<file path="src/design/swl_pkg.sv">
// package: timing and command constants for the single-wire slave
package swl_pkg;
  localparam int CLK_MHZ = 25;
  // reset detection thresholds in microseconds
  localparam int RST_STD_US = 480;
  localparam int RST_OD_US = 48;
  localparam int RST_OD_KEEP_US = 80;
  localparam int RESET_LOW_STD_CYC = RST_STD_US * CLK_MHZ;
  localparam int RESET_LOW_OD_CYC = RST_OD_US * CLK_MHZ;
  localparam int RST_OD_KEEP_CYC = RST_OD_KEEP_US * CLK_MHZ;
  // presence delay and low time, standard and fast speed
  localparam int PDH_STD_US = 30;
  localparam int PDL_STD_US = 120;
  localparam int PDH_OD_US = 3;
  localparam int PDL_OD_US = 12;
  localparam int PDH_STD_CYC = PDH_STD_US * CLK_MHZ;
  localparam int PDL_STD_CYC = PDL_STD_US * CLK_MHZ;
  localparam int PDH_OD_CYC = PDH_OD_US * CLK_MHZ;
  localparam int PDL_OD_CYC = PDL_OD_US * CLK_MHZ;
  // write sample point and read-zero hold, standard and fast speed
  localparam int SAMP_STD_US = 30;
  localparam int SAMP_OD_US = 5;
  localparam int SAMP_STD_CYC = SAMP_STD_US * CLK_MHZ;
  localparam int SAMP_OD_CYC = SAMP_OD_US * CLK_MHZ;
  localparam int TMR_W = 14;
  // rom function commands
  localparam logic [7:0] CMD_READ_ID = 8'h33;
  localparam logic [7:0] CMD_MATCH_ID = 8'h55;
  localparam logic [7:0] CMD_FAST_SKIP = 8'h3c;
  localparam logic [7:0] CMD_SKIP_ID = 8'hcc;
  // identity value, arbitrary
  localparam logic [63:0] ID_DEFAULT = 64'h5a00_1234_5678_9a01;
endpackage

</file>
<file path="src/design/swl_fifo.sv">
// file: small flip-flop fifo with valid/ready on both sides
`timescale 1ns/1ns
module swl_fifo
  import swl_pkg::*;
#(
  parameter int WIDTH = 8,
  parameter int DEPTH = 16
) (
  input wire logic sys_clk,
  input wire logic arst_n,
  input wire logic in_valid,
  output logic in_ready,
  input wire logic [WIDTH-1:0] in_data,
  output logic out_valid,
  input wire logic out_ready,
  output logic [WIDTH-1:0] out_data
);
  localparam int AW = $clog2(DEPTH);
  logic [WIDTH-1:0] mem_r [DEPTH];
  logic [AW-1:0] wp_r;
  logic [AW-1:0] rp_r;
  logic [AW:0] cnt_r;
  wire push = in_valid && in_ready;
  wire pop = out_valid && out_ready;
  // full and empty come straight from the count
  assign in_ready = (cnt_r != (AW+1)'(DEPTH));
  assign out_valid = (cnt_r != '0);
  assign out_data = mem_r[rp_r];
  // storage write
  always_ff @(posedge sys_clk) begin
    if (push) begin
      mem_r[wp_r] <= in_data;
    end
  end
  // pointers and count
  always_ff @(posedge sys_clk or negedge arst_n) begin
    if (!arst_n) begin
      wp_r <= '0;
      rp_r <= '0;
      cnt_r <= '0;
    end else begin
      if (push) wp_r <= wp_r + 1'b1;
      if (pop) rp_r <= rp_r + 1'b1;
      cnt_r <= cnt_r + (AW+1)'(push) - (AW+1)'(pop);
    end
  end
endmodule

</file>
<file path="src/design/swl_phy.sv">
// file: single-wire slave physical and rom command layer
`timescale 1ns/1ns
// Operation
// every slot starts at master falling edge
// drive line only by open-drain pulldown
// standard and fast speeds supported
// long low taken as reset
// master order: reset, rom, function, data
// reset answered with presence pulse
// only presence falling edge from slave
// standard speed unless switched fast
// reset 480us or more clears fast speed
// short fast-speed reset keeps fast speed
// master lengthens reset by fall time
// presence after delay, held for low time
// master samples presence at sample time
// ready for data after reset window
// master may stretch reset high window
// one bit per time slot
// falling edge starts internal slot timer
// master meets write low times
// recovery before next slot
// read zero holds line low until timer
// master samples read inside window
// eight-bit rom commands in write slots
// 33h returns 64-bit identity
// 55h matches identity or waits reset
// 3Ch skips and sets fast speed
// CCh grants function access without identity
// bits move least significant first
module swl_phy
  import swl_pkg::*;
#(
  parameter logic [63:0] DEV_ID = ID_DEFAULT,
  parameter int RST_STD = RESET_LOW_STD_CYC,
  parameter int RST_OD = RESET_LOW_OD_CYC,
  parameter int RST_KEEP = RST_OD_KEEP_CYC,
  parameter int FIFO_DEPTH = 16
) (
  input wire logic sys_clk,
  input wire logic arst_n,
  input wire logic line_in,
  output logic line_out,
  output logic line_oe,
  output logic fast_speed_flag,
  output logic selected,
  output logic [7:0] rx_data,
  output logic rx_valid,
  input wire logic rx_ready,
  input wire logic [7:0] tx_data,
  input wire logic tx_valid,
  output logic tx_ready,
  input wire logic tx_mode
);
  typedef enum logic [5:0] {
    ST_IDLE = 6'b00_0001,
    ST_LOW = 6'b00_0010,
    ST_PDH = 6'b00_0100,
    ST_PDL = 6'b00_1000,
    ST_HIGH = 6'b01_0000,
    ST_WAITRST = 6'b10_0000
  } swl_state_t;
  typedef enum logic [4:0] {
    PH_CMD = 5'b0_0001,
    PH_READID = 5'b0_0010,
    PH_MATCH = 5'b0_0100,
    PH_FUNC = 5'b0_1000,
    PH_NONE = 5'b1_0000
  } swl_phase_t;

  swl_state_t st_r;
  swl_phase_t ph_r;
  logic sync1_r;
  logic sync2_r;
  logic prev_r;
  logic [TMR_W-1:0] tmr_r;
  logic od_r;
  logic slot_od_r;
  logic pull_r;
  logic sampled_r;
  logic [6:0] bit_r;
  logic [7:0] sh_r;
  logic rd_bit_r;
  logic [7:0] tx_sh_r;
  logic [2:0] tx_cnt_r;
  logic tx_have_r;
  logic rx_push_r;
  logic [7:0] rx_byte_r;
  logic fifo_ready;

  // two-flop input synchroniser
  always_ff @(posedge sys_clk or negedge arst_n) begin
    if (!arst_n) begin
      sync1_r <= 1'b1;
      sync2_r <= 1'b1;
      prev_r <= 1'b1;
    end else begin
      sync1_r <= line_in;
      sync2_r <= sync1_r;
      prev_r <= sync2_r;
    end
  end

  // speed-dependent counts and line decode
  wire fall = prev_r && !sync2_r;
  wire rise = !prev_r && sync2_r;
  // only a fall seen while the slave is not driving opens a slot
  wire idle_st = (st_r == ST_IDLE) || (st_r == ST_HIGH) ||
                 (st_r == ST_WAITRST);
  wire slot_fall = fall && idle_st;
  // slot timing follows the speed at slot start, so a speed change
  // mid-slot cannot turn a long write-zero into a reset
  wire [TMR_W-1:0] samp_cyc = slot_od_r ? TMR_W'(SAMP_OD_CYC) :
                              TMR_W'(SAMP_STD_CYC);
  wire [TMR_W-1:0] pdh_cyc = od_r ? TMR_W'(PDH_OD_CYC) : TMR_W'(PDH_STD_CYC);
  wire [TMR_W-1:0] pdl_cyc = od_r ? TMR_W'(PDL_OD_CYC) : TMR_W'(PDL_STD_CYC);
  wire [TMR_W-1:0] rst_cyc = slot_od_r ? TMR_W'(RST_OD) :
                             TMR_W'(RST_STD);
  wire is_reset = (tmr_r >= rst_cyc);
  wire long_reset = (tmr_r >= TMR_W'(RST_STD));
  wire keep_reset = (tmr_r <= TMR_W'(RST_KEEP));
  wire reading = (ph_r == PH_READID) || (ph_r == PH_FUNC && tx_mode);
  wire sample_pt = (st_r == ST_LOW) && (tmr_r == samp_cyc) && !sampled_r;
  wire wr_bit = sync2_r;
  wire [7:0] cmd_byte = {wr_bit, sh_r[7:1]};
  wire byte_done = (bit_r[2:0] == 3'd7);
  // last bit of a rom command sampled this cycle
  wire cmd_end = sample_pt && (ph_r == PH_CMD) && byte_done;

  // open-drain: output is always low, only the enable moves
  assign line_out = 1'b0;
  assign line_oe = pull_r;
  assign fast_speed_flag = od_r;
  assign selected = (ph_r == PH_FUNC);
  assign tx_ready = !tx_have_r;

  // bit timer restarted at slot start and at the end of a reset low
  always_ff @(posedge sys_clk or negedge arst_n) begin
    if (!arst_n) begin
      tmr_r <= '0;
    end else if (slot_fall || (st_r == ST_LOW && rise && is_reset)) begin
      tmr_r <= '0;
    end else if (tmr_r != '1) begin
      tmr_r <= tmr_r + 1'b1;
    end
  end

  // line state machine
  always_ff @(posedge sys_clk or negedge arst_n) begin
    if (!arst_n) begin
      st_r <= ST_IDLE;
      od_r <= 1'b0;
      slot_od_r <= 1'b0;
      pull_r <= 1'b0;
      sampled_r <= 1'b0;
    end else begin
      case (st_r)
        ST_IDLE, ST_HIGH, ST_WAITRST: begin
          pull_r <= 1'b0;
          if (slot_fall) begin
            st_r <= ST_LOW;
            sampled_r <= 1'b0;
            slot_od_r <= od_r;
          end
        end
        ST_LOW: begin
          if (sample_pt) begin
            sampled_r <= 1'b1;
          end
          // read zero: hold low until sample point
          if (tmr_r == '0 && ph_r != PH_NONE && reading && !rd_bit_r) begin
            pull_r <= 1'b1;
          end else if (tmr_r >= samp_cyc) begin
            pull_r <= 1'b0;
          end
          // an early rise (write one, read one) waits for the sample point
          if (rise && is_reset) begin
            if (long_reset) od_r <= 1'b0;
            else if (!keep_reset) od_r <= 1'b0;
            st_r <= ST_PDH;
          end else if (sync2_r && (sampled_r || sample_pt)) begin
            st_r <= ST_HIGH;
          end
        end
        ST_PDH: begin
          if (tmr_r >= pdh_cyc) begin
            st_r <= ST_PDL;
            pull_r <= 1'b1;
          end
        end
        ST_PDL: begin
          if (tmr_r >= pdh_cyc + pdl_cyc) begin
            pull_r <= 1'b0;
            st_r <= ST_HIGH;
          end
        end
        default: begin
          st_r <= ST_IDLE;
        end
      endcase
      if (cmd_end && cmd_byte == CMD_FAST_SKIP) begin
        od_r <= 1'b1;
      end
    end
  end

  // rom command and data framing
  always_ff @(posedge sys_clk or negedge arst_n) begin
    if (!arst_n) begin
      ph_r <= PH_NONE;
      bit_r <= '0;
      sh_r <= '0;
      rx_push_r <= 1'b0;
      rx_byte_r <= '0;
    end else begin
      rx_push_r <= 1'b0;
      if (st_r == ST_PDL) begin
        ph_r <= PH_CMD;
        bit_r <= '0;
      end else if (sample_pt) begin
        bit_r <= bit_r + 1'b1;
        case (ph_r)
          PH_CMD: begin
            sh_r <= cmd_byte;
            if (byte_done) begin
              bit_r <= '0;
              if (cmd_byte == CMD_READ_ID) ph_r <= PH_READID;
              else if (cmd_byte == CMD_MATCH_ID) ph_r <= PH_MATCH;
              else if (cmd_byte == CMD_SKIP_ID) ph_r <= PH_FUNC;
              else if (cmd_byte == CMD_FAST_SKIP) ph_r <= PH_FUNC;
              else ph_r <= PH_NONE;
            end
          end
          PH_READID: begin
            if (bit_r == 7'd63) ph_r <= PH_NONE;
          end
          PH_MATCH: begin
            if (wr_bit != DEV_ID[bit_r[5:0]]) ph_r <= PH_NONE;
            else if (bit_r == 7'd63) begin
              ph_r <= PH_FUNC;
              bit_r <= '0;
            end
          end
          PH_FUNC: begin
            if (!tx_mode) begin
              sh_r <= cmd_byte;
              if (byte_done) begin
                rx_byte_r <= cmd_byte;
                rx_push_r <= fifo_ready;
              end
            end
          end
          default: begin
            ph_r <= PH_NONE;
          end
        endcase
      end
    end
  end

  // next read bit: identity or queued transmit byte, lsb first
  always_comb begin
    if (ph_r == PH_READID) rd_bit_r = DEV_ID[bit_r[5:0]];
    else rd_bit_r = tx_have_r ? tx_sh_r[0] : 1'b1;
  end

  // transmit byte holder for function-phase reads
  always_ff @(posedge sys_clk or negedge arst_n) begin
    if (!arst_n) begin
      tx_sh_r <= '0;
      tx_cnt_r <= '0;
      tx_have_r <= 1'b0;
    end else if (tx_valid && !tx_have_r) begin
      tx_sh_r <= tx_data;
      tx_cnt_r <= '0;
      tx_have_r <= 1'b1;
    end else if (sample_pt && ph_r == PH_FUNC && tx_mode && tx_have_r) begin
      tx_sh_r <= {1'b1, tx_sh_r[7:1]};
      tx_cnt_r <= tx_cnt_r + 1'b1;
      if (tx_cnt_r == 3'd7) tx_have_r <= 1'b0;
    end
  end

  // received function bytes queue toward the user
  swl_fifo #(
    .WIDTH(8),
    .DEPTH(FIFO_DEPTH)
  ) u_rx_fifo (
    .sys_clk(sys_clk),
    .arst_n(arst_n),
    .in_valid(rx_push_r),
    .in_ready(fifo_ready),
    .in_data(rx_byte_r),
    .out_valid(rx_valid),
    .out_ready(rx_ready),
    .out_data(rx_data)
  );
endmodule

</file>
<file path="config.mk">
export PLATFORM = sky130hd
export DESIGN_NAME = swl_phy
export DESIGN_NICKNAME = d
export VERILOG_FILES = /design/src/design/swl_pkg.sv /design/src/design/swl_fifo.sv /design/src/design/swl_phy.sv
export SDC_FILE = /design/constraint.sdc
export NUM_CORES = 1
export LEC_CHECK = 0
export BUFFER_PORTS_ARGS = -buffer_cell sky130_fd_sc_hd__buf_4
export CAP_MARGIN = 15
export CORE_MARGIN = 3
export CORE_UTILIZATION = 40
export CTS_BUF_LIST = sky130_fd_sc_hd__clkbuf_16
export CTS_CLUSTER_DIAMETER = 120
export DETAILED_ROUTE_END_ITERATION = 10
export GPL_TIMING_DRIVEN = 0
export SLEW_MARGIN = 20
export SYNTH_ARGS = -nofsm -noshare
export SYNTH_HDL_FRONTEND = slang
export SYNTH_HIERARCHICAL = 1
export SYNTH_SLANG_ARGS = --single-unit
</file>
<file path="constraint.sdc">
create_clock -name sys_clk -period 3.8 [get_ports sys_clk]
set_input_delay 0.19 -clock sys_clk [delete_from_list [all_inputs] [get_ports sys_clk]]
set_output_delay 0.19 -clock sys_clk [all_outputs]
set_load 0.03 [all_outputs]
</file>
# ---- Yosys cells after proc, flatten, opt, wreduce, memory -nomap -nowiden
# Memories as Yosys holds them, arrays and structs flattened.
# Index checks and enable logic that the tools add are counted.
dict set report word_totals {
  ff_bits 81
  latch_bits 0
  mem_bits_rw 128
  mem_bits_ro 64
  wordCells 187
  n_memories 2
}
# memory words width read_ports rd_ports_with_merged_regs wr line_no
set memory_table {}
lappend memory_table {u_rx_fifo.mem_r 16 8 1 0 1 swl_fifo.sv:19} ;# logic [WIDTH-1:0] mem_r [DEPTH];
lappend memory_table {{(no name shown)} 64 1 1 0 0 swl_phy.sv:263} ;# if (ph_r == PH_READID) rd_bit_r = DEV_ID[bit_r[5:0]];
dict set report op_classes {
  n_addsub 8
  mul 0
  n_div 0
  magnitude_cmp 7
  eq_ne 34
  n_shift 0
  mux 61
  bitwise_logic 2
  n_reduce_logical 53
}
# op count
set op_table {}
lappend op_table {{5-bit 2-to-1 mux} 10}
lappend op_table {{14-bit 2-to-1 mux} 3}
lappend op_table {{7-bit 2-to-1 mux} 5}
lappend op_table {{6-bit 2-to-1 mux} 5}
lappend op_table {{14-bit by 10-bit greater-or-equal comparator with 1-bit output} 2}
lappend op_table {{1-bit 2-to-1 mux} 24}
lappend op_table {{8-bit 2-to-1 mux} 3}
lappend op_table {{6-bit one-hot mux with 4 select lines} 1}
lappend op_table {{1-bit logical AND} 22}
lappend op_table {{10-bit 2-to-1 mux} 2}
lappend op_table {{5-bit one-hot mux with 4 select lines} 1}
lappend op_table {{8-bit by 6-bit equality test with 1-bit output, second input constant} 2}
lappend op_table {{8-bit one-hot mux with 2 select lines} 1}
lappend op_table {{2-bit nonzero test} 8}
lappend op_table {{14-bit by 1-bit adder with 14-bit output, second input constant} 1}
lappend op_table {{14-bit by 10-bit equality test with 1-bit output} 1}
lappend op_table {{14-bit by 13-bit greater-or-equal comparator with 1-bit output} 1}
lappend op_table {{14-bit greater-or-equal comparator} 1}
lappend op_table {{14-bit greater-or-equal comparator, second input constant} 1}
lappend op_table {{14-bit by 11-bit less-or-equal comparator with 1-bit output, second input constant} 1}
lappend op_table {{14-bit zero test} 1}
lappend op_table {{14-bit != test, second input constant} 1}
lappend op_table {{7-bit one-hot mux with 2 select lines} 1}
lappend op_table {{10-bit by 12-bit adder with 13-bit output} 1}
lappend op_table {{other kinds (42)} 66}

# ---- Logic depth before layout (Yosys ltp)
# Gate-level depths: netlist (run 1).
dict set report logic_depth {
  depth_word 9
  mapped_depth 15
}

# ---- Hierarchy
# Netlist (run 1), hierarchy kept.
# module n_inst cells_each area_each_um2
set modules_own_cells {}
lappend modules_own_cells {swl_fifo 1 321 5748.0}
lappend modules_own_cells {swl_phy 1 440 4247.8}

# ---- Worst setup path before layout (run 1)
# Ideal clock, no wire load.
dict set report synth_path {
  path_kind {reg2reg}
  from {register u_rx_fifo.cnt_r[3]}
  to {register u_rx_fifo.cnt_r[4]}
  setup_time_ns 0.080
  arrival_ns 2.663
  path_slack_ns 1.058
  stages_incl_launch_ff 15
  path_buffers 1
  cell_sequence {dfrtp_1 > inv_1 > ha_1 > or4b_4 > and2_4 > buf_6 > ha_1 > inv_1 > ha_1 > inv_1 > fa_1 > inv_1 > a21oi_1 > o21bai_1 > xnor2_1}
}
# item line_no
set synth_rtl {}
lappend synth_rtl {{start: declaration} swl_fifo.sv:22} ;# logic [AW:0] cnt_r;
lappend synth_rtl {{start signal: assignment} swl_fifo.sv:44} ;# cnt_r <= cnt_r + (AW+1)'(push) - (AW+1)'(pop);
lappend synth_rtl {{5-bit nonzero test} swl_fifo.sv:27} ;# assign out_valid = (cnt_r != '0);
lappend synth_rtl {{via rx_valid} swl_phy.sv:48} ;# output logic rx_valid,
lappend synth_rtl {{1-bit logical AND} swl_fifo.sv:24} ;# wire pop = out_valid && out_ready;
lappend synth_rtl {{via u_rx_fifo.pop} swl_fifo.sv:24}
lappend synth_rtl {{5-bit by 1-bit subtractor with 5-bit output} swl_fifo.sv:44}
# The timed path passes the listed nets, and every way through them passes these cells.
# A chain may end at the register's enable or synchronous reset.

# ---- Worst setup path after layout (run 1)
dict set report layout_path {
  from {register tmr_r[4]}
  to {register sh_r[3]}
}
dict set report layout_via {
  elab_chain_cells 4
}
# item line_no
set layout_lines {}
lappend layout_lines {{start: declaration} swl_phy.sv:76} ;# logic [TMR_W-1:0] tmr_r;
lappend layout_lines {{start signal: assignment} swl_phy.sv:144} ;# tmr_r <= tmr_r + 1'b1;
lappend layout_lines {{14-bit by 10-bit equality test with 1-bit output} swl_phy.sv:123} ;# wire sample_pt = (st_r == ST_LOW) && (tmr_r == samp_cyc) && !sampled_r;
lappend layout_lines {{1-bit logical AND (2 in series)} swl_phy.sv:123}
lappend layout_lines {{4-bit AND reduction (no source line)} --}
lappend layout_lines {{end signal: assignment} swl_phy.sv:224} ;# sh_r <= cmd_byte;
lappend layout_lines {{end signal: assignment} swl_phy.sv:246} ;# sh_r <= cmd_byte;
lappend layout_lines {{end: declaration} swl_phy.sv:82} ;# logic [7:0] sh_r;
# Every way passes these cells.

==> results of run 1 <==
## cells by family after synthesis
group           synth area share
compound gates            0.0790
flops                      0.583
mux                        0.106
simple gates               0.125
xor+xnor                  0.0219
other cells             0.000375
fa+ha+maj                 0.0508
buf+inv                   0.0342
## how the worst max path moves through the flow
stage                                     to  slack (ns)  cells after the start          startpoint
final                                sh_r[3]        0.68                      9            tmr_r[4]
after global routing                 sh_r[3]        0.44                      9            tmr_r[4]
after CTS                            sh_r[3]        0.67                      9            tmr_r[4]
after detailed placement             sh_r[3]        0.71                      9            tmr_r[4]
after global placement               sh_r[3]        0.71                      9            tmr_r[4]
after floorplan           u_rx_fifo/cnt_r[4]        1.06                     14  u_rx_fifo/cnt_r[3]
## sequential cells by signal, indices dropped and copies added, names as in the netlist, 3 cells and up
signal,cells
u_rx_fifo/mem_r,128
tmr_r,14
rx_byte_r,8
tx_sh_r,8
bit_r,7
sh_r,7
ph_r,5
st_r,5
u_rx_fifo/cnt_r,5
u_rx_fifo/rp_r,4
u_rx_fifo/wp_r,4
tx_cnt_r,3
## worst max-delay path, delay by kind of cell (launching register included)
kind | cells | cell delay, ns
AND/OR/NAND/NOR | 4 | 1.06
buffers and inverters | 2 | 0.42
adder cells (fa/ha/maj) | 1 | 0.32
multiplexers | 1 | 0.40
AO/OA/AOI/OAI | 1 | 0.39
flip-flops | 1 | 0.40
## cell usage in the layout, fill, tap and decap left out, types with 7 or more instances in the layout
cell type,count
nand2_1,60
edfxtp_1,128
nor2_1,37
buf_4,29
nor2b_1,8
clkinv_1,7
xor2_1,10
mux2_4,10
and2_1,12
nor3_1,11
mux2_2,8
a21oi_1,9
a221oi_1,17
o21ai_0,34
mux2i_1,45
dlygate4sd3_1,10
a22oi_1,8
mux4_2,16
dfrtp_1,74
nand4_1,7
buf_2,18
inv_1,39
nand3_1,26
clkbuf_16,23
clkbuf_1,11
ha_1,39
xnor2_1,15
## metrics by stage
step	utilization	hold WS [ns]	instance area, um^2	cells
after floorplan	-	-0.106	10000	761
after global routing	0.471	0.0908	11500	1167
after CTS	0.471	0.0371	11500	1167
after detailed placement	0.435	0.300	10600	1115
after global placement	0.433	0.299	10600	1111
final	0.471	0.0451	11500	1167
## what timing repair did
item | CTS | global route
hold endpoints to repair | 83 | 0
hold buffers | 10 | 0
endpoints found under the setup margin | 0 | 0
buffers inserted | 0 | 0
## routing by layer
metal	up-vias	GRT usage
met4	0	0.0392
li1	2991	-
met2	75	0.250
met3	26	0.0207
met5	-	0
met1	2997	0.226
## layout make-up
type                    count  area share
clock buffers              23      0.0499
well taps                 324      0.0352
repair buffers             40      0.0279
clock inverters            19      0.0174
plain buffers              36      0.0176
flip-flops and latches    207       0.506
multi-input cells         481       0.334
inverters                  37      0.0121
## power by group through the flow
stage | combinational (mW) | sequential (mW) | clock (mW)
after global placement | 1.44 | 2.61 | 0
after floorplan | 1.07 | 2.59 | 0
after global routing | 1.61 | 2.59 | 2.40
after CTS | 1.47 | 2.57 | 2.30
final | 1.45 | 2.57 | 2.23
after detailed placement | 1.46 | 2.61 | 0
==> flow_summary_export.csv, run 1 <==
group,metric,value,unit
route,via_per_inst,5.22,
floorplan,ios,28,
floorplan,fp.dieW,164,um
critical_path,worstSetupPathType,"flop to flop",
critical_path,path_max_fanout,8,
logic_synthesis,synth_edf_count,128,
power_and_ir_drop,static-leakage-power,4.23,nW
layout,diodes,0,
route,routed-wl-met3,583,um
clock_network,clk_pin_slew,0.06,ns
critical_path,critPathSlowestCell,"or4_4",
timing,worst_slack,0.680,ns
timing,period_minus_slack,3.12,ns
logic_synthesis,synth.avg_cell_area,13.1,um^2
logic_synthesis,ys_seq_elements,207,
timing,maxSlewViolCount,0,
logic_synthesis,ys_top_cells_by_area,"edfxtp_1 38%, dfrtp_1 19%, ha_1 4.9%, mux2i_1 4.5%, mux4_2 3.6%",
power_and_ir_drop,pwr_density_cell,543,mW/mm^2
place,pre_cts_slack,0.706,ns
layout,fill_cells,2171,
logic_synthesis,synth_nets,815,
global_route,grt_pass1_wl,33200,um
place,port_buffers,26,
timing,setup_tns,0,ns
logic_synthesis,netlist_instances,761,
route,route.detailed.drc,0,
logic_synthesis,yosysTopAreaCell,"edfxtp_1",
floorplan,start_util,0.409,
layout,drive_above_1_share,0.176,
logic_synthesis,synthTopCellsByCount,"128 x edfxtp_1, 74 x dfrtp_1, 60 x nand2_1",
logic_synthesis,synth_area,0.0100,mm^2
logic_synthesis,async_flop_share,0.382,
worst_hold_path,worstHoldStart,"tx_valid",
global_route,overflow,0,
critical_path,crit_path_end_kind,"flop",
timing,relSlewSlack,0.479,
critical_path,arrival,3.50,ns
route,met2WireLength,9690,um
logic_synthesis,yosysMostFrequentCell,"edfxtp_1",
critical_path,reg2reg_to,"sh_r[3]",
timing,setup_viol,0,
floorplan,fp.dieH,164,um
logic_synthesis,yosysWarningCount,6,
floorplan,floorplan.die_area,0.0269,mm^2
power_and_ir_drop,swShare,0.289,
critical_path,reg2reg_from,"tmr_r[4]",
power_and_ir_drop,p_total,6.25,mW
route,num_vias,6089,
power_and_ir_drop,pwr-share-seq,0.411,
place,gp_congestion,0.823,
power_and_ir_drop,combinationalPowerShare,0.232,
clock_network,cts-resized-gates,0,
timing,skew,0.00942,ns
worst_hold_path,hold_path_end,"tx_have_r",
timing,max_freq,0.321,GHz
power_and_ir_drop,clkPwrFrac,0.357,
critical_path,start_kind,"flop",
timing,rsz0062_at_grt,"no",
critical_path,r2r_cells,9,
power_and_ir_drop,power.switching,1.80,mW
layout,multi_input_area,0.00385,mm^2
clock_network,clock_sinks,207,
floorplan,num_rows,57,
layout,syn2layout_area_growth,15.3,%
global_route,antenna_found_initial,0,
route,antenna_left,0,
critical_path,path_cells,"clkbuf_1, inv_1, ha_1, nand3_1, or4_4, nor3_2, nand2b_1, a21oi_2, mux2_2",
timing,period_share,0.821,
clock_network,numCtsBuffers,23,
place,dpl.hpwl,13800,um
logic_synthesis,synthFlopType,"edfxtp_1",
route,wl_per_cell,17.4,um
global_route,grt_pass1_vias,6060,
clock_network,cts_tree,"yes",
route,top_layer,"met4",
worst_hold_path,hold_class,"input pin to flop",
logic_synthesis,yosysSeqAreaShare,0.583,
power_and_ir_drop,peakVddDrop,0.000358,V
floorplan,coreArea,0.0245,mm^2
route,wirelength,20400,um
global_route,grtUsageTotal,0.156,
critical_path,ff2ff_setup_slack,0.68,ns
flow_run,maxCapViolations,0,
clock_network,cts_max_path_buffers,3,
critical_path,cp.required,4.18,ns
route,first_pass_iters,4,
status,outcome,"finished clean",
route,drt_iter0_markers,462,
layout,final_nets,880,
timing,tightestPinTransition,0.779,ns
clock_network,htree_levels,1,
route,wl_met1,9660,um
logic_synthesis,synth_cell_types,84,
critical_path,cpPeakStageDelay,0.54,ns
layout,final-seq-area,0.00583,mm^2
global_route,grt_max_degree,80,
timing,final_hold_viol_count,0,
logic_synthesis,yosysTopAreaCellShare,0.385,
clock_network,insertion_delay,0.51,ns
power_and_ir_drop,internal-power,4.45,mW
clock_network,root_buffer,"clkbuf_16",
worst_hold_path,hold_depth,3,
Power figures use the tool's default switching activity.
==> run 2, diff against run 1 <==
==> constraint.sdc (replaced) <==
create_clock -name sys_clk -period 2.8 [get_ports sys_clk]
set_input_delay 0.14 -clock sys_clk [delete_from_list [all_inputs] [get_ports sys_clk]]
set_output_delay 0.14 -clock sys_clk [all_outputs]
set_load 0.03 [all_outputs]
==> run 2 against run 1 <==
Compared with the run above: fmax up 16%; combinational power grew 44%; core utilization increased by 0.84 points; cell count is 1.0% higher; count of clock-buffer cells in the layout is the same; worst setup slack got worse by 0.58 ns; via count increased by 1.3%; first-iteration DRC count shrank 7.4%; design area up 1.8%; power rose by 38%; critical endpoint is now u_rx_fifo/cnt_r[4]; largest power group unchanged.
==> flow_summary_export.csv, run 2 (synthesized netlist as in run 1, its figures left out) <==
group,metric,value,unit
layout,multi_input_area,0.00395,mm^2
critical_path,reg2reg_to,"u_rx_fifo/cnt_r[4]",
layout,final_common_cell,"edfxtp_1",
global_route,grt_pass1_vias,6132,
floorplan,fp.dieH,164,um
route,wirelength,20500,um
status,outcome,"finished clean",
power_and_ir_drop,peakVddDrop,0.000497,V
worst_hold_path,hold_class,"input pin to flop",
timing,final_hold_viol_count,0,
clock_network,numCtsBuffers,23,
global_route,grtUsageTotal,0.158,
layout,syn2layout_area_growth,17.3,%
critical_path,worstSetupPathType,"flop to flop",
route,first_pass_iters,5,
timing,tightestPinTransition,0.777,ns
timing,relSlewSlack,0.480,
critical_path,crit_start,"u_rx_fifo/cnt_r[2]",
global_route,grt_max_degree,80,
global_route,antenna_found_initial,0,
layout,mostFrequentLayoutCells,"128 x edfxtp_1, 70 x dfrtp_1, 60 x nand2_1",
clock_network,htree_levels,1,
floorplan,fp.dieW,164,um
clock_network,cts_max_path_buffers,3,
layout,largest-register,"u_rx_fifo/mem_r",
layout,largest_reg_flops,128,
global_route,grt_pass1_wl,33500,um
layout,final_nets,892,
clock_network,root_buffer,"clkbuf_16",
critical_path,cp.required,3.23,ns
floorplan,floorplan.die_area,0.0269,mm^2
clock_network,clock_sinks,207,
floorplan,start_util,0.409,
timing,maxSlewViolCount,0,
timing,rsz0062_at_grt,"no",
place,port_buffers,26,
floorplan,coreArea,0.0245,mm^2
clock_network,clk_pin_slew,0.06,ns
timing,period_share,0.965,
worst_hold_path,hold_path_end,"u_rx_fifo/rp_r[0]",
route,antenna_left,0,
clock_network,insertion_delay,0.51,ns
flow_run,maxCapViolations,0,
power_and_ir_drop,pwr_density_cell,734,mW/mm^2
critical_path,reg2reg_from,"u_rx_fifo/cnt_r[2]",
timing,worst_slack,0.0992,ns
floorplan,ios,28,
critical_path,ff2ff_setup_slack,0.1,ns
worst_hold_path,hold_depth,4,
layout,diodes,0,
critical_path,r2r_cells,14,
power_and_ir_drop,static-leakage-power,4.32,nW
timing,period_minus_slack,2.70,ns
timing,whs,0.0818,ns
layout,final-seq-area,0.00583,mm^2
critical_path,arrival,3.13,ns
global_route,overflow,0,
route,num_vias,6167,
place,pre_cts_slack,-0.294,ns
layout,drive_above_1_share,0.213,
timing,max_freq,0.370,GHz
layout,reg.largest.list,"u_rx_fifo/mem_r x128, tmr_r x14",
route,via_per_inst,5.23,
critical_path,start_kind,"flop",
floorplan,num_rows,57,
clock_network,cts_tree,"yes",
critical_path,path_max_fanout,5,
timing,setup_viol,0,
timing,skew,0.0106,ns
place,dpl.hpwl,13800,um
route,wl_per_cell,17.4,um
place,gp_congestion,0.823,
layout,fill_cells,2161,
route,drt_iter0_markers,428,
route,route.detailed.drc,0,
critical_path,crit_path_end_kind,"flop",
worst_hold_path,worstHoldStart,"rx_ready",
run 2: cell count changes in the layout (fill, tap and decap cells not counted), moves of 4 or more:
cell / change
dfrtp_1: -4
dfrtp_2: +4
buf_4: +10
a221oi_1: -6
a221oi_2: +6
ha_1: -4
run 2: worst max-delay path, stage by stage, from the launching register on:
cell and delay, ns:
dfrtp_1 0.39, inv_2 0.07, ha_2 0.16, or4b_4 0.47, and2_4 0.17, buf_6 0.13, ha_4 0.21, inv_1 0.05
ha_2 0.16, inv_1 0.05, fa_2 0.34, inv_1 0.06, a21oi_1 0.06, o21bai_1 0.15, xnor2_1 0.13
run 2: timing repair:
item	4_1_cts	5_1_grt
endpoints found under the setup margin	51	43
resized for setup	17	14
buffers inserted	9	2
pin swaps	6	6
hold buffers	11	0
endpoints found under the hold margin	84	0
run 2: worst max path at each step:
stage                               endpoint  cells past startpoint
final                     u_rx_fifo/cnt_r[4]                     14
after global routing              rx_data[6]                      8
after CTS                       rx_byte_r[4]                      8
after detailed placement             sh_r[3]                      9
after global placement               sh_r[3]                      9
after floorplan           u_rx_fifo/cnt_r[4]                     14
run 2: layer usage:
metal,share of wire,routed length (um),GRT usage
met1,0.47,9570,0.228
met2,0.47,9730,0.254
met3,0.039,808,0.0207
met4,0.021,426,0.0392
met5,0,0,0
run 2: power breakdown:
part           switching, mW  internal [mW]  leakage, nW
Combinational           1.21          0.877         2.01
Sequential             0.121           3.37         1.92
Clock                   1.17           1.87        0.388
run 2: final cells by class:
type / count / share of cell area
sequential: 207 / 0.497
multi-input combinational: 481 / 0.337
clock buffer: 23 / 0.0491
timing repair buffer: 52 / 0.0351
tap: 324 / 0.0346
buffer: 36 / 0.0183
clock inverter: 19 / 0.0171
inverter: 37 / 0.0118
run 2: per-stage QoR:
| stage | setup TNS (ns) | util | total power [mW] | std cells | instance area [um^2] |
|---|---|---|---|---|---|
| 2_1_floorplan | 0 | - | 4.98 | 761 | 10000 |
| 3_3_place_gp | -11.05 | 0.433 | 5.50 | 1111 | 10600 |
| 3_5_place_dp | -6.81 | 0.435 | 5.52 | 1115 | 10600 |
| 4_1_cts | 0 | 0.477 | 8.67 | 1177 | 11700 |
| 5_1_grt | 0 | 0.479 | 9.08 | 1179 | 11700 |
| 6_report | 0 | 0.479 | 8.61 | 1179 | 11700 |
==> run 3, diff against run 2 <==
--- a/config.mk
+++ b/config.mk
@@ -13,6 +13,7 @@
 export CTS_CLUSTER_DIAMETER = 120
 export DETAILED_ROUTE_END_ITERATION = 10
 export GPL_TIMING_DRIVEN = 0
+export RECOVER_POWER = 25
 export SLEW_MARGIN = 20
 export SYNTH_ARGS = -nofsm -noshare
 export SYNTH_HDL_FRONTEND = slang
==> constraint.sdc (replaced) <==
create_clock -name sys_clk -period 2.15 [get_ports sys_clk]
set_input_delay 0.1075 -clock sys_clk [delete_from_list [all_inputs] [get_ports sys_clk]]
set_output_delay 0.1075 -clock sys_clk [all_outputs]
set_load 0.03 [all_outputs]
==> run 3 against run 2 <==
Compared with the run above: the flow now finishes with violations (capacitance limit, slew limit, setup timing); count of clock-buffer cells in the layout grew 1; flip-flop and latch count is the same; worst setup slack lost 0.60 ns; cell count grew 3.3%; routed wire length grew 8.0%; combinational power grew 78%; worst hold slack lost 0.013 ns; power grew 41%; critical endpoint is now st_r[4]; largest power group unchanged.
==> flow_summary_export.csv, run 3 (synthesized netlist as in run 1, its figures left out) <==
group,metric,value,unit
critical_path,critPathSlowestCell,"or4_4",
place,dpl.hpwl,13900,um
layout,diodes,0,
place,pre_cts_slack,-0.715,ns
timing,worst_slack,-0.502,ns
worst_hold_path,worstHoldStart,"rx_ready",
layout,finalNonFillerCells,1218,
route,first_pass_iters,4,
global_route,grt_max_degree,80,
floorplan,fp.dieW,164,um
critical_path,arrival,3.05,ns
route,antenna_left,0,
clock_network,clk_pin_slew,0.06,ns
timing,rsz0062_at_grt,"yes",
critical_path,crit_path_end_kind,"flop",
route,wl_met1,10100,um
timing,skew,0.0137,ns
place,gp_congestion,0.843,
global_route,overflow,0,
layout,final_common_cell,"edfxtp_1",
critical_path,cp_common_cell,"nand3_2",
timing,tightestPinTransition,2.05,ns
clock_network,htree_levels,1,
critical_path,cp.required,2.55,ns
timing,final_hold_viol_count,0,
flow_run,maxCapViolations,1,
global_route,grt_pass1_vias,6343,
clock_network,cts_tree,"yes",
global_route,antenna_found_initial,0,
layout,fill_cells,2033,
place,place_inst,1111,
clock_network,clock_sinks,207,
status,violations,"capacitance limit, slew limit, setup timing",
timing,period_minus_slack,2.65,ns
power_and_ir_drop,static-leakage-power,4.70,nW
floorplan,start_util,0.409,
floorplan,floorplan.die_area,0.0269,mm^2
timing,period_share,1.23,
timing,max_freq,0.377,GHz
route,wl_per_cell,18.2,um
timing,relSlewSlack,-0.365,
route,routed-wl-met3,869,um
layout,largest-register,"u_rx_fifo/mem_r",
clock_network,numCtsBuffers,24,
layout,reg.largest.list,"u_rx_fifo/mem_r x128, tmr_r x14",
timing,whs,0.0686,ns
layout,mostFrequentLayoutCells,"128 x edfxtp_1, 65 x dfrtp_1, 61 x buf_4",
floorplan,ios,28,
critical_path,worstSetupPathType,"flop to flop",
route,drt_iter0_markers,424,
global_route,grt_pass1_wl,34900,um
timing,maxSlewViolCount,80,
place,port_buffers,26,
layout,drive_above_1_share,0.369,
layout,final_nets,930,
critical_path,path_cells,"ha_4, nand3_2, or4_4, buf_6, nor3_4, buf_4, o31ai_2, nand2_1, nand3_2, mux2_4",
route,via_per_inst,5.22,
critical_path,path_max_fanout,6,
worst_hold_path,hold_class,"input pin to flop",
critical_path,crit_start,"slot_od_r",
critical_path,start_kind,"flop",
route,wirelength,22200,um
route,route.detailed.drc,0,
clock_network,root_buffer,"clkbuf_16",
layout,final_util,0.527,
timing,setup_viol,73,
timing,setup_tns,-22.39,ns
clock_network,insertion_delay,0.52,ns
power_and_ir_drop,peakVddDrop,0.000539,V
clock_network,cts_max_path_buffers,3,
floorplan,num_rows,57,
route,met2WireLength,10900,um
layout,largest_reg_flops,128,
floorplan,coreArea,0.0245,mm^2
layout,syn2layout_area_growth,29.0,%
critical_path,cpPeakStageDelay,0.52,ns
power_and_ir_drop,pwr_density_cell,939,mW/mm^2
status,outcome,"complete, but fails checks",
critical_path,reg2reg_from,"slot_od_r",
global_route,grtUsageTotal,0.165,
route,top_layer,"met4",
floorplan,fp.dieH,164,um
route,num_vias,6355,
-- run 3: cell count changes in the layout (fill, tap and decap cells not counted), sizes merged --
cell,previous run,this run
buf,65,103
bufinv,4,1
clkinv,7,11
clkinvlp,2,4
inv,43,41
-- run 3: path summary, 6_finish.rpt --
kind                                          end  slack [ns]  cells past startpoint
worst max-delay path                      st_r[4]       -0.50                     10
worst min-delay path            u_rx_fifo/rp_r[0]        0.07                      4
worst max register to register            st_r[4]       -0.50                     10
worst min register to register            sync2_r        0.36                      0
max in group asynchronous       u_rx_fifo/rp_r[3]        0.06                      2
min in group asynchronous              tx_sh_r[3]        0.69                      2
-- run 3: layer usage --
layer	vias to the layer above	track usage
li1	3084	-
met1	3148	0.226
met2	99	0.278
met3	24	0.0265
met4	0	0.0361
met5	-	0
-- run 3: through the flow --
stage                     area (um^2)  total power [mW]
after global routing            12900              12.7
after global placement          10800              7.21
after CTS                       12400              12.0
after floorplan                 10200              6.54
after detailed placement        10800              7.24
final                           12900              12.1
-- run 3: final cells by class --
class                   count  area (um^2)  share of cell area
clock inverters            20          140              0.0109
well taps                 324          405              0.0314
inverters                  37          159              0.0123
clock buffers              24          601              0.0466
flip-flops and latches    207         5840               0.453
repair buffers             97          902              0.0700
plain buffers              28          229              0.0178
multi-input cells         481         4620               0.358
-- run 3: critical path, delay by kind of cell (launching register included) --
| kind | cells | cell delay (ns) |
|---|---|---|
| compound gates | 1 | 0.05 |
| fa+ha+maj | 1 | 0.31 |
| mux | 1 | 0.31 |
| flops | 1 | 0.51 |
| simple gates | 5 | 1.03 |
| buf+inv | 2 | 0.31 |
-- run 3: report_power, final --
| part | leakage [nW] | switching (mW) | internal, mW |
|---|---|---|---|
| logic | 2.42 | 1.88 | 1.85 |
| clock network | 0.372 | 1.60 | 2.16 |
| registers | 1.91 | 0.214 | 4.39 |
-- run 3: timing repair --
action,in CTS,in global routing
setup buffers,40,17
pin swaps,36,40
gates resized for setup,107,106
hold endpoints to repair,86,0
endpoints found under the setup margin,191,178
cloned,3,1
hold buffers,11,0
